==> config.mk <==
export PLATFORM = sky130hd
export DESIGN_NAME = osrs_top
export DESIGN_NICKNAME = d
export VERILOG_FILES = /design/src/logic/osrs_pkg.sv /design/src/logic/osrs_top.sv /design/src/logic/osrs_sync.sv
export SDC_FILE = /design/constraint.sdc
export NUM_CORES = 1
export LEC_CHECK = 0
export BUFFER_PORTS_ARGS = -buffer_cell sky130_fd_sc_hd__buf_2
export CORE_MARGIN = 3
export CORE_UTILIZATION = 44
export DETAILED_ROUTE_END_ITERATION = 10
export GPL_TIMING_DRIVEN = 0
export PLACE_DENSITY_LB_ADDON = 0.12
export SYNTH_ARGS = -nofsm -noshare
export SYNTH_HDL_FRONTEND = slang
export SYNTH_SLANG_ARGS = --single-unit
==> constraint.sdc <==
create_clock -name mclk -period 1.3 [get_ports mclk]
set_clock_uncertainty 0.1 [all_clocks]
set_input_delay 0.13 -clock mclk [delete_from_list [all_inputs] [get_ports mclk]]
set_output_delay 0.13 -clock mclk [all_outputs]
set_load 0.1 [all_outputs]
==> src/logic/osrs_pkg.sv <==
// osrs_pkg: constants and types for the session request control and status block
// assumes: one 100 MHz device clock, 8-bit parallel register port
`default_nettype none

package osrs_pkg;

  localparam logic [7:0] OSRS_REG_ADDR     = 8'h12;
  localparam int         OSRS_BIT_ENABLE   = 0;
  localparam int         OSRS_BIT_VPULSE   = 1;
  localparam int         OSRS_BIT_DISCH    = 2;
  localparam int         OSRS_BIT_INITVIOL = 3;
  localparam int         OSRS_BIT_SESSVAL  = 4;
  localparam int         OSRS_BIT_DLPULSE  = 5;
  localparam logic [7:0] OSRS_CTRL_MASK    = 8'h27;
  localparam logic [7:0] OSRS_CTRL_RESET   = 8'h00;
  localparam int         OSRS_SYNC_STAGES  = 2;

  // sampled analog/line conditions, as seen from the pins
  typedef struct packed {
    logic sessionAbove;
    logic vbusBelowLow;
    logic lineHigh;
    logic negLineHigh;
  } osrs_sense_t;

  // register port request
  typedef struct packed {
    logic [7:0] addr;
    logic       wrEn;
    logic [7:0] wrData;
  } osrs_req_t;

endpackage : osrs_pkg

`default_nettype wire

==> src/logic/osrs_top.sv <==
// osrs_top: session request control/status register with sticky flags
// assumes: microprocessor register port on mclk; line and supply senses from pins
`default_nettype none

module osrs_top
  import osrs_pkg::*;
(
  input  wire logic        mclk,
  input  wire logic        rst_b,
  input  wire osrs_req_t   regReq,
  output var  logic [7:0]  regRdData,
  input  wire osrs_sense_t senseIn,
  input  wire logic        pullupConnect,
  output var  logic        posLineOut,
  output var  logic        posLineOe,
  output var  logic        pullupOn,
  output var  logic        vbusPulseOn,
  output var  logic        vbusDischargeOn
);

  osrs_sense_t senseSync;
  logic [7:0]  ctrl_q;
  logic        sessValid_q;
  logic        initViol_q;
  logic        wrHit;
  logic        enable;
  logic        setSess;
  logic        setViol;
  logic        clrSess;
  logic        clrViol;
  logic        lineSe0;

  // pins are asynchronous; nothing reads them before two flops
  osrs_sync #(
    .W ($bits(osrs_sense_t))
  ) u_sync (
    .mclk    (mclk),
    .rst_b   (rst_b),
    .asyncIn (senseIn),
    .syncOut (senseSync)
  );

  assign wrHit   = regReq.wrEn && (regReq.addr == OSRS_REG_ADDR);
  assign enable  = ctrl_q[OSRS_BIT_ENABLE];
  assign lineSe0 = !senseSync.lineHigh && !senseSync.negLineHigh;

  // status only tracked while a request is enabled; otherwise left alone
  assign setSess = enable && senseSync.sessionAbove;
  assign setViol = enable && (!senseSync.vbusBelowLow || !lineSe0);
  assign clrSess = wrHit && regReq.wrData[OSRS_BIT_SESSVAL];
  assign clrViol = wrHit && regReq.wrData[OSRS_BIT_INITVIOL];

  // control bits: plain read/write, reserved and flag bits excluded by mask
  always_ff @(posedge mclk or negedge rst_b) begin
    if (!rst_b) begin
      ctrl_q <= OSRS_CTRL_RESET;
    end else if (wrHit) begin
      ctrl_q <= regReq.wrData & OSRS_CTRL_MASK;
    end
  end

  // set wins over a same-cycle clear so a live session is never lost
  always_ff @(posedge mclk or negedge rst_b) begin
    if (!rst_b) begin
      sessValid_q <= 1'b0;
    end else begin
      sessValid_q <= (sessValid_q && !clrSess) || setSess;
    end
  end

  always_ff @(posedge mclk or negedge rst_b) begin
    if (!rst_b) begin
      initViol_q <= 1'b0;
    end else begin
      initViol_q <= (initViol_q && !clrViol) || setViol;
    end
  end

  always_ff @(posedge mclk or negedge rst_b) begin
    if (!rst_b) begin
      regRdData <= 8'h00;
    end else begin
      regRdData <= {2'b00, ctrl_q[OSRS_BIT_DLPULSE], sessValid_q, initViol_q,
                    ctrl_q[OSRS_BIT_DISCH:OSRS_BIT_ENABLE]};
    end
  end

  // outputs from flops; pulse and supply controls masked while request disabled, pull-up follows pullupConnect
  always_ff @(posedge mclk or negedge rst_b) begin
    if (!rst_b) begin
      posLineOut      <= 1'b0;
      posLineOe       <= 1'b0;
      pullupOn        <= 1'b0;
      vbusPulseOn     <= 1'b0;
      vbusDischargeOn <= 1'b0;
    end else begin
      posLineOut      <= 1'b1;
      posLineOe       <= enable && ctrl_q[OSRS_BIT_DLPULSE];
      pullupOn        <= pullupConnect;
      vbusPulseOn     <= enable && ctrl_q[OSRS_BIT_VPULSE];
      vbusDischargeOn <= enable && ctrl_q[OSRS_BIT_DISCH];
    end
  end
endmodule : osrs_top

`default_nettype wire

==> src/logic/osrs_sync.sv <==
// osrs_sync: two-flop synchroniser, one chain per bit
// assumes: inputs are asynchronous to mclk; first stage read by second only
`default_nettype none

module osrs_sync
  import osrs_pkg::*;
#(
  parameter int W = 4
) (
  input  wire logic         mclk,
  input  wire logic         rst_b,
  input  wire logic [W-1:0] asyncIn,
  output var  logic [W-1:0] syncOut
);

  logic [W-1:0] stage1_q;

  for (genvar i = 0; i < W; i++) begin : g_bit
    always_ff @(posedge mclk or negedge rst_b) begin
      if (!rst_b) begin
        stage1_q[i] <= 1'b0;
        syncOut[i]  <= 1'b0;
      end else begin
        stage1_q[i] <= asyncIn[i];
        syncOut[i]  <= stage1_q[i];
      end
    end
  end

endmodule : osrs_sync

`default_nettype wire

Word level (Yosys, flattened, before mapping)
Cells that the tools add are included.
- memories kept: 0
- bits of input ports: 24
- output and inout port bits: 13
- bits in latches: 0
- RAM bits: 0
- bits in registers: 25
- bits in read-only memories: 0
- mux-type cells: 0
- shifts and indexed selects: 0
- $add $sub $neg: 0
- reductions and logical operators: 20
- order comparisons: 0
- $mul: 0
- equal/unequal tests: 1
- bitwise operators: 0
- divide/modulo/power cells: 0
- operators with widths (kind ; count):
    1-bit logical AND ; 11
    8-bit by 5-bit == test with 1-bit output (second input constant) ; 1
    1-bit zero test ; 6
    1-bit logical OR ; 3

Logic depth before layout (Yosys ltp)
Gate-level depths: netlist of the first run.
- depth after elaboration: 6
- mapped depth: 3
- depth with buffers taken out: 3

Cells and area by module
Synthesis of the first run repeated with hierarchy kept, for this count alone.
- cell total of the unflattened synthesis: 46
- area, all modules: 810.8 µm²
- modules (own cells, without submodules) (module ; cells each ; area an instance (µm²) ; seq. area each (µm²) ; times used):
    osrs_top ; 38 ; 610.6 ; 425.4 ; 1
    osrs_sync ; 8 ; 200.2 ; 200.2 ; 1

Worst setup path after synthesis of the first run
No wires, ideal clock.
- kind: input -> register
- start point: input regReq[14] (netlist bit)
- end point: register ctrl_q[1]
- slack: 0.141 ns
- cell stages on the path: 3
- library setup time: 0.128 ns
- required time: 1.072 ns
- arrival time: 0.931 ns
- path through: nor3b_1 > nand4b_4 > mux2_1
- longest elaborated chain between the ends: 2
- RTL lines (item ; RTL line ; source):
    start, declared ; osrs_top.sv:10 ; input wire osrs_req_t regReq,
    8-bit by 5-bit == test with 1-bit output ; osrs_top.sv:43 ; assign wrHit = regReq.wrEn && (regReq.addr == OSRS_REG_ADDR);
    1-bit logical AND ; osrs_top.sv:43 ;
    end signal, assigned ; osrs_top.sv:58 ; ctrl_q <= regReq.wrData & OSRS_CTRL_MASK;
    end, declared ; osrs_top.sv:22 ; logic [7:0] ctrl_q;
No other way between the ends.
A chain may end at the register's enable or synchronous reset.

Final worst setup path of the first run
- start point: register regRdData[0]
- end point: output regRdData[0]
- RTL lines (item ; RTL line ; source):
    start, declared ; osrs_top.sv:11 ; output var logic [7:0] regRdData,
    start signal, assigned ; osrs_top.sv:83 ; regRdData <= {2'b00, ctrl_q[OSRS_BIT_DLPULSE], sessValid_q, initViol_q,
No word-level cell between the ends.

==> results of run 1 <==
-- Yosys cell counts, drive strengths merged --
cell type  number
and2            3
conb            2
mux2            4
a221o           1
inv             1
dfrtp          25
nor3b           2
nor4b           1
o22a            1
buf             2
nor2            1
nand4b          1
nor2b           1
o21ai           1
-- state kept, by name, summed over array words and instances (netlist names) --
register / count
regRdData: 6
ctrl_q: 4
u_sync.stage1_q: 4
u_sync.syncOut: 4
initViol_q: 1
posLineOe: 1
posLineOut: 1
pullupOn: 1
sessValid_q: 1
vbusDischargeOn: 1
vbusPulseOn: 1
-- layout make-up --
class,instances,area share
inverters,1,0.00323
clock buffers,4,0.0226
multi-input cells,19,0.149
plain buffers,2,0.0129
well taps,24,0.0259
flip-flops and latches,25,0.539
repair buffers,42,0.248
-- metal layers --
metal	vias up	track usage	wire, um
met4	0	0.0427	7
li1	239	-	-
met3	2	0.0398	112
met5	-	0	0
met2	24	0.213	649
met1	225	0.108	488
-- repair_timing --
action / in CTS / in global routing
endpoints found under the setup margin: 1 / 10
gates cloned: 0 / 0
hold buffers: 10 / 0
gates resized for setup: 1 / 10
hold endpoints to repair: 34 / 0
pin swaps: 0 / 0
-- where the power goes --
group,total [uW],switching [uW],internal [uW]
registers,849,19.9,829
clock network,316,196,119
logic,333,238,94.2
total,1500,454,1040
-- tightest hold or removal path, stage by stage --
cell and delay [ns]:
buf_2 0.09, o21ai_0 0.07, o22a_2 0.15
-- metrics by stage --
step / instance area, um2 / TNS (ns) / hold WS (ns)
2_1_floorplan: 817 / 0 / -0.266
3_3_place_gp: 1010 / -0.112 / 0.0310
3_5_place_dp: 1010 / -0.0772 / 0.0339
4_1_cts: 1140 / 0 / 0.0556
5_1_grt: 1160 / 0 / 0.0700
6_report: 1160 / 0 / 0.0694
-- worst min path at each step --
stage | startpoint | end | depth (start not counted)
6_report | regReq[3] | initViol_q$_DFF_PN0_ | 3
3_3_place_gp | rst_b | pullupOn$_DFF_PN0_ | 1
3_5_place_dp | rst_b | pullupOn$_DFF_PN0_ | 1
2_1_floorplan | rst_b | ctrl_q[0]$_DFFE_PN0N_ | 0
5_1_grt | regReq[3] | initViol_q$_DFF_PN0_ | 3
4_1_cts | regReq[4] | sessValid_q$_DFF_PN0_ | 3
-- logic make-up after synthesis --
| family | count (synthesis) | synth area share |
|---|---|---|
| buffers and inverters | 3 | 0.0231 |
| AO/OA/AOI/OAI | 3 | 0.0308 |
| other | 2 | 0.00923 |
| AND/OR/NAND/NOR | 9 | 0.112 |
| flip-flops | 25 | 0.769 |
| multiplexers | 4 | 0.0554 |
==> results.toml, run 1 <==
[cts]
cts_sinks = 25
clock_path_buffers = 2
clk_pin_slew_ns = 0.12
cts_buffers = 3
clkLatencyLatePin_ns = 0.30
cts.htree.levels = 1
cts-root-buf = "clkbuf_4"
cts_tree = "done"
postCtsSetupBuffers = 0

[timing]
max_clock_freq_ghz = 0.836
fin_ws_ns = 0.104
grt_setup_unrepaired = "false"
finalCritPeriodShare = 0.920
setup_viol = 0
finalMaxSlewViolations = 0
hold_viol_final = 0
relSlewSlack = 0.665
worst-slew-pin-transition_ns = 0.502
fin_crit_ns = 1.20

[setup_path]
critPathLaunch = "regRdData[0]$_DFF_PN0_"
cp-start-kind = "flip-flop"
reg2reg_to = "initViol_q$_DFF_PN0_"
criticalPathCategory = "flip-flop to output pin"
cp_max_fo = 1
end_kind = "output pin"
cp.required_ns = 1.07
critPathTopFamily = "flip-flops"
cp_data_arrival_time_ns = 0.97
endpoint = "regRdData[0]"
reg2reg_slack_ns = 0.15
critPathBufInv = 1
reg2reg_from = "u_sync.syncOut[0]$_DFF_PN0_"
path_cells = "clkbuf_4"
cp.depth = 1
slowest_delay_ns = 0.34
cpMaxStageDelayCell = "dfrtp_1"
rr_worst_depth = 3

[grt]
grt_use_total = 0.112
antenna_found_initial = 0
grt_pass1_wl_um = 2030
grt_overflow = 0
grt_max_degree = 26
grt_pass1_vias = 500

[final_layout]
final_core_util = 0.720
mostFrequentLayoutCell = "dfrtp_1"
seqCellArea_um2 = 626
antenna_cells = 0
nets = 118
num-fill-cells = 121
area_delta_synth_final_pct = 42.8
final_cells = 117
drive_gt1_frac = 0.452
multi_input_area_um2 = 173
final_cell_mix = "dfrtp_1 (25), buf_2 (21), clkbuf_4 (13)"

[route]
ant_nets = 0
firstDrtPassIters = 3
routed_via_density = 4.19
routed_wl_um = 1260
post-route-drc-count = 0
drtIter0Drc = 2
num_vias = 490
wl_per_cell_um = 10.8

[worst_hold_path]
hold_path.class = "input pin to flip-flop"

[yosys]
synth_top_area_cell = "dfrtp_1"
ys_types = 15
syn_avg_cell_area_um2 = 17.7
syn_inst = 46
seq_area_frac_synth = 0.769
synth_area_leaders = "dfrtp_1 (77%), nand4b_4 (2.9%), nor4b_4 (2.9%)"
synth_seq_cells = 25
synth_top_area_frac = 0.769
synth_area_um2 = 813
synth_warnings = 0

[die]
num_io_pins = 37
core_area_um2 = 1610
die_y_um = 49.0
die_w_um = 49.0
num_rows = 14
start_util = 0.505
fp.dieArea_um2 = 2400

[outcome]
status = "complete, no violations"

[placement]
place_ws_ns = -0.0293
placed_cells = 103
place_congestion = 0.651
hpwl_um = 896
portBuffers = 32

[run]
maxCapViolations = 0

[power_and_ir_drop]
p_leak_uw = 0.000610
p_per_area_nw_per_um2 = 1290
ir_worst_vdd_v = 0.000853
power_uw = 1500
Note: power is estimated with default switching activity, not from simulation.
==> inputs of run 2 (changes only) <==
--- a/config.mk
+++ b/config.mk
@@ -5,12 +5,13 @@
 export SDC_FILE = /design/constraint.sdc
 export NUM_CORES = 1
 export LEC_CHECK = 0
-export BUFFER_PORTS_ARGS = -buffer_cell sky130_fd_sc_hd__buf_2
+export BUFFER_PORTS_ARGS = -buffer_cell sky130_fd_sc_hd__clkbuf_2
 export CORE_MARGIN = 3
 export CORE_UTILIZATION = 44
 export DETAILED_ROUTE_END_ITERATION = 10
 export GPL_TIMING_DRIVEN = 0
 export PLACE_DENSITY_LB_ADDON = 0.12
+export RECOVER_POWER = 50
 export SYNTH_ARGS = -nofsm -noshare
 export SYNTH_HDL_FRONTEND = slang
 export SYNTH_SLANG_ARGS = --single-unit
==> results.toml, run 2 (same netlist as run 1, synthesis figures left out) <==
[final_layout]
top_register = "regRdData"
area_delta_synth_final_pct = 42.9
multi_input_area_um2 = 173
final_core_util = 0.721
mostFrequentLayoutCell = "dfrtp_1"
seqCellArea_um2 = 626
num-fill-cells = 113
final_cell_mix = "dfrtp_1 (25), clkbuf_2 (21), clkbuf_4 (14)"
nets = 118
antenna_cells = 0
largest_reg_flops = 6
drive_gt1_frac = 0.462
final_cells = 117

[timing]
worst-slew-pin-transition_ns = 0.567
setup_viol = 0
grt_setup_unrepaired = "false"
hold_viol_final = 0
max_clock_freq_ghz = 0.820
fin_crit_ns = 1.22
finalCritPeriodShare = 0.938
relSlewSlack = 0.622
finalMaxSlewViolations = 0

[cts]
cts-root-buf = "clkbuf_4"
cts_buffers = 3
clkLatencyLatePin_ns = 0.31
cts_sinks = 25
clock_path_buffers = 2
clk_pin_slew_ns = 0.13
cts_tree = "done"
cts.htree.levels = 1
postCtsSetupBuffers = 0

[grt]
grt-busiest-layer = "met2"
grt_use_total = 0.115
grt_util_met3 = 0.0428
grt_pass1_wl_um = 2150
grt_use_met1 = 0.149
grt_pass1_vias = 489
met2_usage = 0.176
grt_max_degree = 26
grt_overflow = 0
antenna_found_initial = 0

[setup_path]
end_kind = "output pin"
cp_max_fo = 1
slowest_delay_ns = 0.36
cp-start-kind = "flip-flop"
critPathBufInv = 1
cp_data_arrival_time_ns = 0.99
cp.required_ns = 1.07
criticalPathCategory = "flip-flop to output pin"
cpMaxStageDelayCell = "dfrtp_1"
critPathTopFamily = "flip-flops"
path_cells = "clkbuf_4"

[run]
maxCapViolations = 0

[worst_hold_path]
hold_path.class = "input pin to flip-flop"

[die]
start_util = 0.505
num_rows = 14
fp.dieArea_um2 = 2400
die_y_um = 49.0
core_area_um2 = 1610
die_w_um = 49.0
num_io_pins = 37

[placement]
placed_cells = 103
portBuffers = 32
place_congestion = 0.690
hpwl_um = 875

[power_and_ir_drop]
p_per_area_nw_per_um2 = 1300
p_leak_uw = 0.000616
ir_worst_vdd_v = 0.000851
power_uw = 1510

[route]
drtIter0Drc = 4
wl_per_cell_um = 10.6
routed_via_density = 4.21
firstDrtPassIters = 2
ant_nets = 0
routed_wl_um = 1240
post-route-drc-count = 0
num_vias = 493

[outcome]
status = "complete, no violations"
[run 2: changes by cell type in the layout (fill, tap and decap cells not counted)]
| cell | delta |
|---|---|
| and2_0 | +1 |
| and2_1 | -1 |
| buf_2 | -21 |
| buf_4 | -1 |
| clkbuf_1 | -1 |
| clkbuf_2 | +21 |
| clkbuf_4 | +1 |
| clkinv_2 | +1 |
[run 2: area by class of cell]
cell class	instances	area share
Inverter	1	0.00323
Multi-Input combinational cell	19	0.149
Tap cell	24	0.0258
Timing Repair Buffer	42	0.248
Sequential cell	25	0.538
Clock buffer	3	0.0194
Clock inverter	1	0.00431
Buffer	2	0.0129
[run 2: path summary, 6_finish.rpt]
check                                              from                     endpoint  slack [ns]  depth (start not counted)
max in group asynchronous                         rst_b        sessValid_q$_DFF_PN0_        0.48                          2
max reg2reg                 u_sync.syncOut[1]$_DFF_PN0_         initViol_q$_DFF_PN0_        0.13                          3
min reg2reg                u_sync.stage1_q[2]$_DFF_PN0_  u_sync.syncOut[2]$_DFF_PN0_        0.26                          0
max                                 posLineOe$_DFF_PN0_                    posLineOe        0.08                          1
min in group asynchronous                         rst_b        vbusPulseOn$_DFF_PN0_        0.24                          2
min                                           regReq[3]         initViol_q$_DFF_PN0_        0.05                          3
[run 2: repair_timing]
action | CTS | global route
resized for setup | 11 | 0
hold buffers | 10 | 0
hold endpoints to repair | 34 | 0
setup endpoints to repair | 11 | 0
[run 2: per-layer routing]
layer | up-vias | part of all wire
met4 | 0 | 0.0065
met1 | 223 | 0.42
li1 | 242 | -
met2 | 26 | 0.48
met5 | - | 0
met3 | 2 | 0.097
[run 2: power by group]
group / leakage, uW / switching (uW) / internal (uW) / total, uW
Sequential: 0.000308 / 20.4 / 829 / 850
Combinational: 0.000290 / 238 / 94.1 / 332
Clock: 0.0000177 / 209 / 115 / 324
[run 2: metrics by stage]
step | worst slack, ns | TNS [ns] | hold slack (ns) | cell area [um2]
final | 0.0808 | 0 | 0.0536 | 1160
after floorplan | 0.141 | 0 | -0.266 | 817
after global placement | -0.0219 | -0.0604 | 0.0506 | 1010
after detailed placement | -0.0196 | -0.0388 | 0.0524 | 1010
after global routing | 0.0199 | 0 | 0.0507 | 1160
after CTS | 0.0677 | 0 | 0.0346 | 1160
==> inputs of run 3 (changes only) <==
==> constraint.sdc (replaced) <==
create_clock -name mclk -period 1.3 [get_ports mclk]
set_clock_uncertainty 0.1 [all_clocks]
set_input_delay 0.065 -clock mclk [delete_from_list [all_inputs] [get_ports mclk]]
set_output_delay 0.065 -clock mclk [all_outputs]
set_load 0.1 [all_outputs]
==> results.toml, run 3 (same netlist as run 1, synthesis figures left out) <==
[setup_path]
cpMaxStageDelayCell = "clkbuf_2"
rr_worst_depth = 3
cp_data_arrival_time_ns = 1.09
criticalPathCategory = "flip-flop to output pin"
cp-start-kind = "flip-flop"
reg2reg_to = "initViol_q$_DFF_PN0_"
reg2reg_slack_ns = 0.11
critPathTopFamily = "buffers and inverters"
cp.required_ns = 1.13
reg2reg_from = "u_sync.syncOut[0]$_DFF_PN0_"
slowest_delay_ns = 0.44
cp_max_fo = 1
end_kind = "output pin"
critPathBufInv = 1
path_cells = "clkbuf_2"

[timing]
finalCritPeriodShare = 0.968
grt_setup_unrepaired = "false"
relSlewSlack = 0.619
setup_viol = 0
finalMaxSlewViolations = 0
fin_ws_ns = 0.0417
hold_viol_final = 0
max_clock_freq_ghz = 0.795
fin_crit_ns = 1.26
setup_tns_ns = 0
worst-slew-pin-transition_ns = 0.571

[cts]
clock_path_buffers = 2
cts_sinks = 25
cts-root-buf = "clkbuf_4"
cts_buffers = 3
clkLatencyLatePin_ns = 0.30
cts_tree = "done"
clk_pin_slew_ns = 0.12
postCtsSetupBuffers = 0
cts.htree.levels = 1

[die]
start_util = 0.505
die_y_um = 49.0
num_rows = 14
fp.dieArea_um2 = 2400
core_area_um2 = 1610
num_io_pins = 37
die_w_um = 49.0

[worst_hold_path]
hold_path_end = "initViol_q$_DFF_PN0_"
min_path_cells = 3
hold_path.class = "input pin to flip-flop"
worstHoldStart = "regReq[8]"

[route]
num_vias = 514
routed_via_density = 4.32
post-route-drc-count = 0
wl_per_cell_um = 10.6
ant_nets = 0
drtIter0Drc = 4
firstDrtPassIters = 2
routed_wl_um = 1260

[placement]
placed_cells = 103
place_ws_ns = 0.0454
hpwl_um = 875
place_congestion = 0.690
portBuffers = 32
place_area_um2 = 1010

[power_and_ir_drop]
p_leak_uw = 0.000623
ir_worst_vdd_v = 0.000848
p_per_area_nw_per_um2 = 1300
power_uw = 1500

[final_layout]
final_area_um2 = 1150
final_cell_mix = "dfrtp_1 (25), clkbuf_2 (24), dlygate4sd3_1 (12)"
antenna_cells = 0
area_delta_synth_final_pct = 42.0
drive_gt1_frac = 0.453
mostFrequentLayoutCell = "dfrtp_1"
final_cells = 119
num-fill-cells = 115
top_register = "regRdData"
nets = 120
largest_reg_flops = 6

[grt]
grt_pass1_vias = 488
grt_max_degree = 26
grt_use_total = 0.111
grt_pass1_wl_um = 2060
grt_overflow = 0
antenna_found_initial = 0

[outcome]
status = "complete, no violations"

[run]
maxCapViolations = 0
run 3: cell types whose count changed in the layout (fill, tap and decap cells not counted):
cell / previous run / this run
buf_2: 0 / 8
clkbuf_4: 14 / 3
and2_0: 1 / 0
dlygate4sd3_1: 10 / 12
clkbuf_2: 21 / 24
and2_1: 2 / 3
run 3: where the power goes:
group / internal [uW] / leakage [uW] / switching, uW
sequential: 829 / 0.000308 / 20.4
combinational: 87.3 / 0.000297 / 239
clock: 115 / 0.0000177 / 210
run 3: worst max path at each step:
| stage | from | endpoint | depth (start not counted) |
|---|---|---|---|
| after floorplan | regReq[14] | ctrl_q[1]$_DFFE_PN0N_ | 3 |
| after CTS | posLineOe$_DFF_PN0_ | posLineOe | 1 |
| after detailed placement | regReq[14] | ctrl_q[2]$_DFFE_PN0N_ | 4 |
| after global placement | regReq[14] | ctrl_q[2]$_DFFE_PN0N_ | 4 |
| after global routing | vbusDischargeOn$_DFF_PN0_ | vbusDischargeOn | 1 |
| final | regRdData[5]$_DFF_PN0_ | regRdData[5] | 1 |
run 3: repair_timing:
item | CTS | global route
endpoints found under the setup margin | 0 | 8
endpoints found under the hold margin | 36 | 0
hold buffers | 12 | 0
gates resized for setup | 0 | 8
run 3: layer usage:
layer | up-vias | global-route usage | wire [um]
met3 | 2 | 0.0398 | 96
li1 | 246 | - | -
met2 | 26 | 0.170 | 612
met5 | - | 0 | 0
met4 | 0 | 0.0427 | 5
met1 | 240 | 0.143 | 543
run 3: worst reg2reg max path: cells and delay by family (launching register included):
kind	cells	cell delay, ns
AO/OA/AOI/OAI	2	0.36
flip-flops	1	0.38
AND/OR/NAND/NOR	1	0.25
run 3: stage by stage:
step                hold slack [ns]  utilization
floorplan                    -0.331            -
detailed placement          -0.0126        0.625
global placement            -0.0144        0.625
CTS                          0.0420        0.717
global route                 0.0454        0.717
finish                       0.0505        0.717
run 3: area by class of cell:
type	count	area, um2	area share
tap	24	30.0	0.0260
clock buffer	3	22.5	0.0195
timing repair buffer	44	280	0.243
buffer	2	15.0	0.0130
clock inverter	1	5.00	0.00433
inverter	1	3.75	0.00325
multi-input combinational	19	173	0.150
sequential	25	626	0.542
